`src/logic/cas_pkg.sv`:
```
// cas_pkg: shared constants and types for the concentration alarm and span check block
// assumes a 200 MHz clock and a classic wishbone register bus with 32-bit data
package cas_pkg;
  // register byte offsets
  localparam logic [4:0] CAS_ADR_ALM1   = 5'h00;
  localparam logic [4:0] CAS_ADR_ALM2   = 5'h04;
  localparam logic [4:0] CAS_ADR_SPCTL  = 5'h08;
  localparam logic [4:0] CAS_ADR_SPVAL  = 5'h0C;
  localparam logic [4:0] CAS_ADR_STAT   = 5'h10;
  localparam logic [4:0] CAS_ADR_SLOPE  = 5'h14;
  localparam logic [4:0] CAS_ADR_CALSEN = 5'h18;

  // span control field positions (write pulses and stored fields)
  localparam int CAS_SPCTL_AUTO  = 0;
  localparam int CAS_SPCTL_START = 8;
  localparam int CAS_SPCTL_ENTER = 9;
  localparam int CAS_SPCTL_UP    = 10;
  localparam int CAS_SPCTL_DOWN  = 11;
  localparam int CAS_SPCTL_HOLD  = 16;

  // widths of measured quantities
  localparam int CAS_PPM_W  = 18;  // 0..250000 ppm
  localparam int CAS_SPAN_W = 25;  // span value in hundredths of ppm
  localparam int CAS_SENS_W = 16;  // cell sensitivity in nA per ppm

  // reset values and limits
  localparam logic [5:0]           CAS_HOLD_RST  = 6'h05;
  localparam logic [5:0]           CAS_HOLD_MIN  = 6'h01;
  localparam logic [5:0]           CAS_HOLD_MAX  = 6'h3C;
  localparam logic [CAS_SPAN_W-1:0] CAS_SPAN_RST = 25'h0000320;  // 8.00 ppm
  localparam logic [CAS_SENS_W-1:0] CAS_SENS_MIN = 16'h01F4;     // 0.5 uA/ppm = 500 nA/ppm
  localparam logic [CAS_SENS_W-1:0] CAS_SENS_RST = 16'h01F4;
  localparam logic [CAS_PPM_W:0]   CAS_SLOPE_TOL = 19'h00001;    // stable when |slope| <= this

  // times in their own units, then cycle counts
  localparam longint CAS_CLK_HZ      = 200000000;
  localparam longint CAS_SAMPLE_MS   = 1000;
  localparam longint CAS_MINUTE_S    = 60;
  localparam longint CAS_FAILMSG_S   = 5;
  localparam longint CAS_SAMPLE_CYC  = CAS_CLK_HZ * CAS_SAMPLE_MS / 1000;
  localparam longint CAS_MINUTE_CYC  = CAS_CLK_HZ * CAS_MINUTE_S;
  localparam longint CAS_FAILMSG_CYC = CAS_CLK_HZ * CAS_FAILMSG_S;

  // one alarm's configuration as it sits in its register
  typedef struct packed {
    logic                 latching;
    logic                 deenergize_on_trip_setting;
    logic                 defeat;
    logic                 dir_high;
    logic [5:0]           pad;
    logic [CAS_PPM_W-1:0] setpoint;
  } cas_alm_cfg_t;

  localparam cas_alm_cfg_t CAS_ALM_RST = '{latching: 1'b0, deenergize_on_trip_setting: 1'b0,
                                           defeat: 1'b1, dir_high: 1'b1, pad: 6'h00,
                                           setpoint: 18'h003E8};

  // span calibration sequence
  typedef enum logic [1:0] {
    CAS_ANALYZE,
    CAS_SETTLE,
    CAS_HOLD,
    CAS_FAILMSG
  } cas_cal_st_t;
endpackage

```
`src/logic/cas_top.sv`:
```
// cas_top: two concentration alarms with relays, span calibration and calibration fault
// assumes concentration and cell sensitivity arrive synchronous to clk_i; rst_i is the
// power cycle through the standby key, the only thing that clears the calibration fault
//
// Operation
// - two alarms, each with setpoint, direction, defeat, failsafe and latching
// - high alarm trips when concentration rises above setpoint
// - low alarm trips when concentration falls below setpoint
// - failsafe relay de-energized while alarm present, energized otherwise
// - non-failsafe relay energized while alarm present, de-energized otherwise
// - latching alarm holds after concentration recovers until operator resets it
// - non-latching alarm drops as soon as concentration recovers
// - defeat suppresses the alarm entirely
// - defeat toggled yes then no clears a latched alarm
// - latching toggled no then yes clears a latched alarm
// - span rejected, old calibration kept, when sensitivity below 0.5 uA/ppm
// - rejected span raises system alarm, shows failure five seconds, then analyze
// - after rejection fault flag and system alarm stay shown
// - fault and system alarm clear only by power cycle, not good span
// - auto hold time defaults 5 minutes, adjustable 1 to 60 minutes
// - hold time has no effect in manual settling
// - auto span ends alone when output matches span, then analyze; here it ends after the hold time once the slope is stable
// - during span sample at fixed rate, difference of samples is slope
// - manual span: enter sets reading to span value, then analyze
//
// Our own choices: the register addresses and register access over Wishbone.
`timescale 1ns/1ps
`default_nettype none
module cas_top
  import cas_pkg::*;
#(
  parameter longint SAMPLE_CYC  = CAS_SAMPLE_CYC,
  parameter longint MINUTE_CYC  = CAS_MINUTE_CYC,
  parameter longint FAILMSG_CYC = CAS_FAILMSG_CYC
) (
  // clock and reset
  input  wire logic                  clk_i,
  input  wire logic                  rst_i,
  // wishbone slave
  input  wire logic                  cyc_i,
  input  wire logic                  stb_i,
  input  wire logic                  we_i,
  input  wire logic [4:0]            adr_i,
  input  wire logic [3:0]            sel_i,
  input  wire logic [31:0]           dat_i,
  output logic      [31:0]           dat_o,
  output logic                       ack_o,
  // sensor
  input  wire logic [CAS_PPM_W-1:0]  conc_i,
  input  wire logic [CAS_SENS_W-1:0] sens_i,
  // relays and indications
  output logic      [1:0]            relay_o,
  output logic                       sys_alarm_o,
  output logic                       calibration_fault_flag_o,
  output logic                       fail_msg_o,
  output logic                       analyze_o
);

  // bus decode; a request is taken in the cycle where ack is not yet up
  logic take;
  logic wr;
  assign take = cyc_i & stb_i & ~ack_o;
  assign wr   = take & we_i;

  // configuration registers
  cas_alm_cfg_t           alm_cfg_q [2];
  logic                   auto_q;
  logic [5:0]             hold_min_q;
  logic [CAS_SPAN_W-1:0]  span_val_q;

  // alarm configuration, written with byte enables
  always_ff @(posedge clk_i) begin
    for (int a = 0; a < 2; a++) begin
      if (rst_i) begin
        alm_cfg_q[a] <= CAS_ALM_RST;
      end else if (wr && adr_i == (a == 0 ? CAS_ADR_ALM1 : CAS_ADR_ALM2)) begin
        for (int b = 0; b < 4; b++) begin
          if (sel_i[b] && b < 3) begin
            alm_cfg_q[a][b*8 +: 8] <= dat_i[b*8 +: 8];
          end else if (sel_i[b]) begin
            alm_cfg_q[a][27:24] <= dat_i[27:24];
          end
        end
      end
    end
  end

  // span value, kept as hundredths of ppm
  always_ff @(posedge clk_i) begin
    if (rst_i) begin
      span_val_q <= CAS_SPAN_RST;
    end else if (wr && adr_i == CAS_ADR_SPVAL && sel_i == 4'hF) begin
      span_val_q <= dat_i[CAS_SPAN_W-1:0];
    end
  end

  // settling mode and hold time; up and down pulses saturate at the limits
  logic spctl_wr;
  assign spctl_wr = wr && adr_i == CAS_ADR_SPCTL && sel_i[1:0] == 2'h3;
  always_ff @(posedge clk_i) begin
    if (rst_i) begin
      auto_q     <= 1'b1;
      hold_min_q <= CAS_HOLD_RST;
    end else if (spctl_wr) begin
      auto_q <= dat_i[CAS_SPCTL_AUTO];
      if (dat_i[CAS_SPCTL_UP] && hold_min_q < CAS_HOLD_MAX) begin
        hold_min_q <= hold_min_q + 6'h01;
      end else if (dat_i[CAS_SPCTL_DOWN] && hold_min_q > CAS_HOLD_MIN) begin
        hold_min_q <= hold_min_q - 6'h01;
      end
    end
  end

  // alarm conditions and state; previous config kept to see toggle sequences
  logic [1:0]   alm_q;
  logic [1:0]   dft_prev_q;
  logic [1:0]   ltch_prev_q;
  logic [1:0]   cond;
  logic [1:0]   clr_evt;
  always_comb begin
    for (int a = 0; a < 2; a++) begin
      cond[a] = alm_cfg_q[a].dir_high ? (conc_i > alm_cfg_q[a].setpoint)
                                      : (conc_i < alm_cfg_q[a].setpoint);
      clr_evt[a] = (dft_prev_q[a] & ~alm_cfg_q[a].defeat)
                 | (~ltch_prev_q[a] & alm_cfg_q[a].latching);
    end
  end

  always_ff @(posedge clk_i) begin
    for (int a = 0; a < 2; a++) begin
      if (rst_i) begin
        alm_q[a]       <= 1'b0;
        dft_prev_q[a]  <= CAS_ALM_RST.defeat;
        ltch_prev_q[a] <= CAS_ALM_RST.latching;
      end else begin
        dft_prev_q[a]  <= alm_cfg_q[a].defeat;
        ltch_prev_q[a] <= alm_cfg_q[a].latching;
        // defeat wins over all, so maintenance never trips a relay
        if (alm_cfg_q[a].defeat) begin
          alm_q[a] <= 1'b0;
        end else if (alm_cfg_q[a].latching && !clr_evt[a]) begin
          alm_q[a] <= alm_q[a] | cond[a];
        end else begin
          alm_q[a] <= cond[a];  // (a fresh trip beats a clear)
        end
      end
    end
  end

  // relay drive follows alarm state one cycle later
  // reset leaves every relay off, even a failsafe one, until it is configured
  always_ff @(posedge clk_i) begin
    for (int a = 0; a < 2; a++) begin
      if (rst_i) begin
        relay_o[a] <= 1'b0;
      end else if (alm_cfg_q[a].deenergize_on_trip_setting) begin
        relay_o[a] <= ~alm_q[a];
      end else begin
        relay_o[a] <= alm_q[a];
      end
    end
  end

  // span calibration sequence
  cas_cal_st_t             st_q;
  logic [31:0]             samp_cnt_q;
  logic                    samp_tick;
  logic [CAS_PPM_W-1:0]    prev_conc_q;
  logic signed [CAS_PPM_W:0] slope_q;
  logic [35:0]             min_cnt_q;
  logic [5:0]              min_done_q;
  logic [31:0]             msg_cnt_q;
  logic [CAS_SENS_W-1:0]   cal_sens_q;
  logic [CAS_SPAN_W-1:0]   span_rdg_q;
  logic                    fault_q;
  logic                    start_p;
  logic                    enter_p;
  logic                    stable;
  logic                    span_end;

  assign start_p   = spctl_wr & dat_i[CAS_SPCTL_START];
  assign enter_p   = spctl_wr & dat_i[CAS_SPCTL_ENTER];
  assign samp_tick = samp_cnt_q == 32'(SAMPLE_CYC - 1);
  assign stable    = (slope_q >= -$signed(CAS_SLOPE_TOL)) && (slope_q <= $signed(CAS_SLOPE_TOL));
  // auto ends after the hold time once readings still agree; manual ends on enter
  assign span_end  = (st_q == CAS_HOLD && min_done_q >= hold_min_q && stable)
                   | (st_q == CAS_SETTLE && !auto_q && enter_p);

  // fixed-rate sampling and slope; runs only while a span is in progress
  always_ff @(posedge clk_i) begin
    if (rst_i || st_q == CAS_ANALYZE || st_q == CAS_FAILMSG) begin
      samp_cnt_q  <= 32'h00000000;
      prev_conc_q <= conc_i;
      slope_q     <= '0;
    end else if (samp_tick) begin
      samp_cnt_q  <= 32'h00000000;
      prev_conc_q <= conc_i;
      slope_q     <= $signed({1'b0, conc_i}) - $signed({1'b0, prev_conc_q});
    end else begin
      samp_cnt_q <= samp_cnt_q + 32'h00000001;
    end
  end

  // minute counter for the automatic hold
  // minutes saturate at the longest hold, so the count never wraps
  always_ff @(posedge clk_i) begin
    if (rst_i || st_q != CAS_HOLD) begin
      min_cnt_q  <= 36'h000000000;
      min_done_q <= 6'h00;
    end else if (min_cnt_q == 36'(MINUTE_CYC - 1)) begin
      min_cnt_q  <= 36'h000000000;
      min_done_q <= (min_done_q == CAS_HOLD_MAX) ? min_done_q : min_done_q + 6'h01;
    end else begin
      min_cnt_q <= min_cnt_q + 36'h000000001;
    end
  end

  // sequence state
  // a span can be rejected from manual settling or from the automatic hold
  always_ff @(posedge clk_i) begin
    if (rst_i) begin
      st_q <= CAS_ANALYZE;
    end else begin
      unique case (st_q)
        CAS_ANALYZE: if (start_p) st_q <= CAS_SETTLE;
        CAS_SETTLE: begin
          if (span_end) begin
            st_q <= (sens_i < CAS_SENS_MIN) ? CAS_FAILMSG : CAS_ANALYZE;
          end else if (auto_q && samp_tick && stable) begin
            st_q <= CAS_HOLD;
          end
        end
        CAS_HOLD: begin
          if (span_end) begin
            st_q <= (sens_i < CAS_SENS_MIN) ? CAS_FAILMSG : CAS_ANALYZE;
          end
        end
        CAS_FAILMSG: if (msg_cnt_q == 32'(FAILMSG_CYC - 1)) st_q <= CAS_ANALYZE;
      endcase
    end
  end

  // failure message timer
  always_ff @(posedge clk_i) begin
    if (rst_i || st_q != CAS_FAILMSG) begin
      msg_cnt_q <= 32'h00000000;
    end else begin
      msg_cnt_q <= msg_cnt_q + 32'h00000001;
    end
  end

  // calibration values: accepted span loads, a rejected one leaves the old values
  always_ff @(posedge clk_i) begin
    if (rst_i) begin
      cal_sens_q <= CAS_SENS_RST;
      span_rdg_q <= '0;
    end else if (span_end && sens_i >= CAS_SENS_MIN) begin
      cal_sens_q <= sens_i;
      span_rdg_q <= span_val_q;
    end
  end

  // fault flag: set by rejection, cleared only by power cycle
  // a later good span leaves it set, so the operator still sees the old failure
  always_ff @(posedge clk_i) begin
    if (rst_i) begin
      fault_q <= 1'b0;
    end else if (span_end && sens_i < CAS_SENS_MIN) begin
      fault_q <= 1'b1;
    end
  end

  // indications; system relay depends on nothing but the fault
  always_ff @(posedge clk_i) begin
    if (rst_i) begin
      sys_alarm_o              <= 1'b0;
      calibration_fault_flag_o <= 1'b0;
      fail_msg_o               <= 1'b0;
      analyze_o                <= 1'b1;
    end else begin
      sys_alarm_o              <= fault_q;
      calibration_fault_flag_o <= fault_q;
      fail_msg_o               <= st_q == CAS_FAILMSG;
      analyze_o                <= st_q == CAS_ANALYZE;
    end
  end

  // bus answer one cycle after the request; unmapped reads give zero
  always_ff @(posedge clk_i) begin
    if (rst_i) begin
      ack_o <= 1'b0;
      dat_o <= 32'h00000000;
    end else begin
      ack_o <= take;
      dat_o <= 32'h00000000;
      if (take && !we_i) begin
        unique case (adr_i)
          CAS_ADR_ALM1:   dat_o <= {4'h0, alm_cfg_q[0]};
          CAS_ADR_ALM2:   dat_o <= {4'h0, alm_cfg_q[1]};
          CAS_ADR_SPCTL:  dat_o <= {10'h000, hold_min_q, 15'h0000, auto_q};
          CAS_ADR_SPVAL:  dat_o <= {7'h00, span_val_q};
          CAS_ADR_STAT:   dat_o <= {20'h00000, 2'(st_q), fail_msg_o, fault_q,
                                    2'h0, relay_o, 2'h0, alm_q};
          CAS_ADR_SLOPE:  dat_o <= {{(31-CAS_PPM_W){slope_q[CAS_PPM_W]}}, slope_q};
          CAS_ADR_CALSEN: dat_o <= {16'h0000, cal_sens_q};
          default:        dat_o <= 32'h00000000;
        endcase
      end
    end
  end
endmodule
`default_nettype wire

```
`config.mk`:
```
export PLATFORM = sky130hd
export DESIGN_NAME = cas_top
export DESIGN_NICKNAME = d
export VERILOG_FILES = /design/src/logic/cas_pkg.sv /design/src/logic/cas_top.sv
export SDC_FILE = /design/constraint.sdc
export NUM_CORES = 1
export LEC_CHECK = 0
export BUFFER_PORTS_ARGS = -buffer_cell sky130_fd_sc_hd__buf_2
export CORE_UTILIZATION = 47
export CTS_BUF_LIST = sky130_fd_sc_hd__clkbuf_8
export DETAILED_ROUTE_END_ITERATION = 12
export PLACE_DENSITY = 0.65
export SYNTH_ARGS = -nofsm -noshare
export SYNTH_HDL_FRONTEND = slang
export SYNTH_SLANG_ARGS = --single-unit
```
`constraint.sdc`:
```
create_clock -name clk_i -period 8.1 [get_ports clk_i]
set_clock_uncertainty 0.1 [all_clocks]
set_input_delay 1.215 -clock clk_i [delete_from_list [all_inputs] [get_ports clk_i]]
set_output_delay 1.215 -clock clk_i [all_outputs]
set_load 0.03 [all_outputs]
```
After elaboration in Yosys (flattened, before gate mapping)
Memories as Yosys holds them, arrays and structs flattened.
Index checks and enable logic that the tools add are counted.

operators by class
  equality and inequality tests = 21
  reductions and logical operators = 40
  $add $sub $neg = 7
  multiplexer cells = 56
  order comparisons = 11
  bitwise operators = 31

operators with widths
  operator                 count
  $pmux W32 S7             1
  $add A32 B1 Y32 const B  2
  $mux W8                  6
  $add A36 B1 Y36 const B  1
  $eq A36 B34 Y1 const B   1
  $gt A18 B18 Y1           2
  $lt A18 B18 Y1           2
  $mux W1                  36
  $mux W18                 2
  $eq A32 B28 Y1 const B   1
  $eq A32 B30 Y1 const B   1
  $logic_and A1 B1 Y1      20
  $ge A19 B1 Y1 const B    1
  $le A19 B2 Y1 const B    1
  $sub A18 B18 Y19         1
  $ge A16 B9 Y1 const B    1
  $lt A16 B9 Y1 const B    1
  $eq A5 B5 Y1 const B     3
  $or A1 B1 Y1             13
  $add A6 B1 Y6 const B    2
  $mux W2                  6
  $mux W6                  2
  $eq A5 B4 Y1 const B     2
  $reduce_or A2 Y1         5
  23 further kinds         53

storage, ports and cells
  bits in registers = 238
  RAM bits = 56
  memories = 1
  output and inout port bits = 39

memories
  memory     depth  width  rd ports  clocked after memory_dff  wr ports  line           source
  alm_cfg_q  2      28     2         0                         2         cas_top.sv:66  cas_alm_cfg_t alm_cfg_q [2];

Depth between registers and ports, before layout
  word-level depth = 10
  depth in mapped cells = 10

Least setup slack after synthesis
Ideal clock, no wire load.

  path type = input port to flip-flop
  start = in adr_i[4]
  end = reg cal_sens_q[10]
  buffers on the path = 2
  arrival time = 3094 ps
  stages on the path = 8
  path slack = 4835 ps
  library setup time = 72 ps
  path through = or3_1 > clkbuf_1 > nor4_4 > and4b_1 > nand2_1 > o21ai_2 > buf_4 > mux2i_1

between the ends
  cells in the longest elaborated chain, start to end = 7

RTL lines
  item                              line            source
  start: declaration                cas_top.sv:43   input wire logic [4:0] adr_i,
  $eq A5 B4 Y1                      cas_top.sv:99   assign spctl_wr = wr && adr_i == CAS_ADR_SPCTL && sel_i[1:0] == 2'h3;
  $logic_and A1 B1 Y1 (2 in a row)  cas_top.sv:99
  $and A1 B1 Y1                     cas_top.sv:182  assign enter_p = spctl_wr & dat_i[CAS_SPCTL_ENTER];
  $logic_and A1 B1 Y1               cas_top.sv:187  | (st_q == CAS_SETTLE && !auto_q && enter_p);
  $or A1 B1 Y1                      cas_top.sv:187
  $logic_and A1 B1 Y1               cas_top.sv:257  end else if (span_end && sens_i >= CAS_SENS_MIN) begin
  end signal: assignment            cas_top.sv:258  cal_sens_q <= sens_i;
  end: declaration                  cas_top.sv:173  logic [CAS_SENS_W-1:0] cal_sens_q;

Every way passes these cells.
A chain may end at the register's enable or synchronous reset.

==> flow_summary.html <==
<table>
<tr><th>Metric</th><th>Value</th></tr>
<tr><th colspan="2">Flow run</th></tr>
<tr><td>Max-capacitance violation count</td><td>0</td></tr>
<tr><th colspan="2">Clocking</th></tr>
<tr><td>CTS H-Tree Depth</td><td>2</td></tr>
<tr><td>Number of sinks handled by clock tree synthesis</td><td>291</td></tr>
<tr><td>Post-CTS setup buffer count</td><td>0</td></tr>
<tr><td>Number of buffers on the longest clock path</td><td>3</td></tr>
<tr><td>Latest clock arrival within the worst-skew pair</td><td>590 ps</td></tr>
<tr><td>CTS tree</td><td>built</td></tr>
<tr><td>CTS resizes</td><td>0</td></tr>
<tr><td>Clock transition at path regs</td><td>60 ps</td></tr>
<tr><td>Root buf cell</td><td>sky130_fd_sc_hd__clkbuf_8</td></tr>
<tr><td>Hold Buf Count CTS</td><td>0</td></tr>
<tr><td>Number of CTS-inserted buffers</td><td>50</td></tr>
<tr><th colspan="2">Yosys</th></tr>
<tr><td>Synth area leaders</td><td>sky130_fd_sc_hd__dfxtp_1 31%, sky130_fd_sc_hd__edfxtp_1 16%, sky130_fd_sc_hd__ha_1 6.0%</td></tr>
<tr><td>Flip-flop and latch count after synthesis</td><td>291</td></tr>
<tr><td>Avg Inst Size Synth</td><td>9.126 sq um</td></tr>
<tr><td>Synthesized instance count</td><td>1,549</td></tr>
<tr><td>Net Count, Synth</td><td>1,698</td></tr>
<tr><td>Yosys top cell area share</td><td>30.73%</td></tr>
<tr><td>Most instantiated flip-flop cell in the synthesis netlist</td><td>sky130_fd_sc_hd__dfxtp_1</td></tr>
<tr><td>Number of enable flip-flop cells after synthesis</td><td>74</td></tr>
<tr><td>Synth area leader</td><td>sky130_fd_sc_hd__dfxtp_1</td></tr>
<tr><td>Summed instance area of the synthesized netlist</td><td>0.01414 sq mm</td></tr>
<tr><td>Distinct cells, synth</td><td>72</td></tr>
<tr><td>Count of yosys warnings during synthesis</td><td>0</td></tr>
<tr><td>Fraction of registers with async set/reset</td><td>0%</td></tr>
<tr><td>Sequential-to-total area share from yosys stat</td><td>46.45%</td></tr>
<tr><th colspan="2">Die</th></tr>
<tr><td>Ports placed on the boundary</td><td>119</td></tr>
<tr><td># rows</td><td>63</td></tr>
<tr><td>Core box area</td><td>0.02964 sq mm</td></tr>
<tr><td>Die Y-Extent</td><td>175.4 microns</td></tr>
<tr><td>Total Die Area</td><td>0.03077 sq mm</td></tr>
<tr><td>Horizontal extent of the die</td><td>175.4 microns</td></tr>
<tr><td>Initial core utilization</td><td>47.70%</td></tr>
<tr><th colspan="2">STA</th></tr>
<tr><td>Min setup slack post-route</td><td>4390 ps</td></tr>
<tr><td>Final period util</td><td>45.81%</td></tr>
<tr><td>Max-slew violation count</td><td>0</td></tr>
<tr><td>Endpoints failing hold</td><td>0</td></tr>
<tr><td>Worst-Margin Slew</td><td>1185 ps</td></tr>
<tr><td>Timing-limited maximum frequency</td><td>269.5 MHz</td></tr>
<tr><td>Total negative setup slack</td><td>0 ps</td></tr>
<tr><td>Worst-case headroom to the max-slew limit</td><td>20.42%</td></tr>
<tr><td>Number of setup violations in the final report</td><td>0</td></tr>
<tr><td>Final min period</td><td>3710 ps</td></tr>
<tr><td>Unrepaired setup endpoints after global routing</td><td>false</td></tr>
<tr><th colspan="2">Finish</th></tr>
<tr><td>Commonest non-fill, non-tap cells in the layout</td><td>217 x sky130_fd_sc_hd__dfxtp_1, 173 x sky130_fd_sc_hd__nand2_1, 155 x sky130_fd_sc_hd__nor2_1</td></tr>
<tr><td>Nets@finish</td><td>1,817</td></tr>
<tr><td>Most frequent standard cell in the layout excluding fill and tap cells</td><td>sky130_fd_sc_hd__dfxtp_1</td></tr>
<tr><td>Proportion of layout cells with a drive suffix above 1</td><td>12.92%</td></tr>
<tr><td>Area growth from synthesis to layout</td><td>13.72%</td></tr>
<tr><th colspan="2">GRT</th></tr>
<tr><td>Pin count of the biggest net entering global routing</td><td>55</td></tr>
<tr><td>Initial antenna violation count</td><td>5</td></tr>
<tr><td>Global route overflow</td><td>0</td></tr>
<tr><td>Number of global-route vias before repair</td><td>11,380</td></tr>
<tr><td>Total track usage</td><td>24.41%</td></tr>
<tr><td>First-pass GRT wire length</td><td>59,430 microns</td></tr>
<tr><th colspan="2">Worst hold path</th></tr>
<tr><td>Hold EP</td><td>samp_cnt_q[0]</td></tr>
<tr><td>Cell depth of the worst hold path</td><td>1</td></tr>
<tr><td>Kind of path behind the tightest hold check</td><td>flop to flop</td></tr>
<tr><td>Hold path startpoint</td><td>samp_cnt_q[0]</td></tr>
<tr><th colspan="2">Power and ir drop</th></tr>
<tr><td>Pwr/cell area</td><td>193.1 mW/mm^2</td></tr>
<tr><td>Maximum VDD drop</td><td>136.5 uV</td></tr>
<tr><td>Cell leakage power</td><td>6.129 nW</td></tr>
<tr><th colspan="2">Routing</th></tr>
<tr><td>Count of routing violations after the opening detailed-route iteration</td><td>760</td></tr>
<tr><td>Via count of the routed design</td><td>11,660</td></tr>
<tr><td>DRT antenna net count</td><td>0</td></tr>
<tr><td>TritonRoute pass-1 iters</td><td>5</td></tr>
<tr><td>DRC viols</td><td>0</td></tr>
<tr><td>WL/cell</td><td>17.71 microns</td></tr>
<tr><td>Total Wirelength</td><td>37,260 microns</td></tr>
<tr><td>Number of vias per cell after detailed routing</td><td>5.544</td></tr>
<tr><th colspan="2">Setup path</th></tr>
<tr><td>Classification of the worst setup path</td><td>input port to flop</td></tr>
<tr><td>Path depth of the worst reg2reg path</td><td>8</td></tr>
<tr><td>Kind of start point of the critical path</td><td>input port</td></tr>
<tr><td>CP required</td><td>8340 ps</td></tr>
<tr><td>Reg-to-Reg Start</td><td>hold_min_q[3]</td></tr>
<tr><td>Arrival time at the worst endpoint</td><td>3950 ps</td></tr>
<tr><td>Crit-path max FO</td><td>38</td></tr>
<tr><td>Worst setup EP type</td><td>flop</td></tr>
<tr><td>Setup slack of the most critical reg-to-reg path</td><td>4490 ps</td></tr>
<tr><td>Critical register-to-register path endpoint</td><td>cal_sens_q[9]</td></tr>
<tr><th colspan="2">Place</th></tr>
<tr><td>Half-perimeter wire length after placement</td><td>27,130 microns</td></tr>
<tr><td>Setup Slack @ Placement</td><td>3800 ps</td></tr>
<tr><td>Port bufs</td><td>114</td></tr>
<tr><td>Placer's final routability congestion estimate</td><td>0.8779</td></tr>
<tr><th colspan="2">Status</th></tr>
<tr><td>Status</td><td>complete, no violations</td></tr>
</table>
==> power by group <==
group | internal (mW) | switching (mW)
registers | 1.51 | 0.0107
clock network | 0.736 | 0.614
logic | 0.0815 | 0.151
total | 2.33 | 0.775
==> state kept, by name, summed over array words and instances, names as in the netlist, 16 cells and up <==
name,cells
cal_sens_q,16
min_cnt_q,36
prev_conc_q,18
alm_cfg_q,56
dat_o,29
slope_q,19
msg_cnt_q,32
span_val_q,25
samp_cnt_q,32
==> synthesized netlist by cell type, drive strengths merged, types with 4 or more instances <==
library cell / count
nor2: 156
o21a: 8
nand3: 63
a21oi: 92
a222oi: 6
nand2: 173
and3: 32
nand4b: 4
ha: 68
or3: 19
and4: 13
mux2i: 22
a31oi: 12
xnor2: 42
xor2: 59
nor4b: 6
edfxtp: 74
o211ai: 6
dfxtp: 217
buf: 12
nand4: 48
nor2b: 12
a21o: 17
clkbuf: 47
or2: 8
nand2b: 19
nor4: 17
nor3: 27
a211oi: 8
inv: 78
o21ai: 53
a22oi: 42
or4: 5
and2: 45
==> area by class of cell <==
| class | instances | area, sq um |
|---|---|---|
| sequential | 291 | 6566 |
| tap | 390 | 488.0 |
| antenna | 4 | 10.01 |
| inverter | 78 | 292.8 |
| clock buffer | 56 | 770.7 |
| clock inverter | 38 | 252.7 |
| fill | 2841 | 13560 |
| timing repair buffer | 126 | 660.6 |
| multi-input combinational | 1121 | 7034 |
==> layer usage <==
metal / vias to the layer above / routed length [microns] / global-route usage (%)
li1: 5748 / - / -
met1: 5516 / 16780 / 32.43
met2: 317 / 17120 / 39.81
met3: 77 / 2145 / 4.113
met4: 6 / 1189 / 9.022
met5: - / 24 / 0
==> how the worst max path moves through the flow <==
stage               cells after the start  slack, ps      from               end
detailed placement                      6       3800  adr_i[4]  alm_cfg_q[0][25]
floorplan                               8       4830  adr_i[4]    cal_sens_q[10]
CTS                                     6       4420  adr_i[4]  alm_cfg_q[0][25]
global placement                        6       3840  adr_i[4]  alm_cfg_q[0][25]
finish                                  6       4390  adr_i[4]  alm_cfg_q[0][25]
global route                            6       4190  adr_i[4]  alm_cfg_q[0][24]
==> worst max-delay path, cell delays in order <==
cell	delay (ps)
sky130_fd_sc_hd__buf_2	310
sky130_fd_sc_hd__or3_1	600
sky130_fd_sc_hd__nor3_2	890
sky130_fd_sc_hd__buf_4	410
sky130_fd_sc_hd__nand3_1	180
sky130_fd_sc_hd__or2_2	320
==> through the flow <==
| step | utilization (%) | instances | hold WS [ps] | total power [mW] | cell area [sq um] |
|---|---|---|---|---|---|
| after floorplan | - | 1549 | 313.2 | 1.698 | 14140 |
| after global placement | 50.75 | 2006 | 324.0 | 1.778 | 15040 |
| after detailed placement | 50.75 | 2006 | 336.4 | 1.782 | 15040 |
| after CTS | 54.20 | 2100 | 345.6 | 3.135 | 16070 |
| after global routing | 54.21 | 2101 | 372.9 | 3.232 | 16070 |
| final | 54.24 | 2104 | 344.9 | 3.105 | 16080 |
==> cells by family (layout without fill, tap and decap cells) <==
logic type               after synthesis  count (layout)  synth area share (%)
AO/OA/AOI/OAI                        275             275                 12.39
XOR/XNOR                             101             101                 6.258
adder cells (fa/ha/maj)               69              69                 6.160
buffers and inverters                137             298                 3.921
flip-flops                           291             291                 46.45
multiplexers                          22              22                 1.558
other                                  0               4                     0
AND/OR/NAND/NOR                      654             654                 23.26
Power figures use the tool's default switching activity.
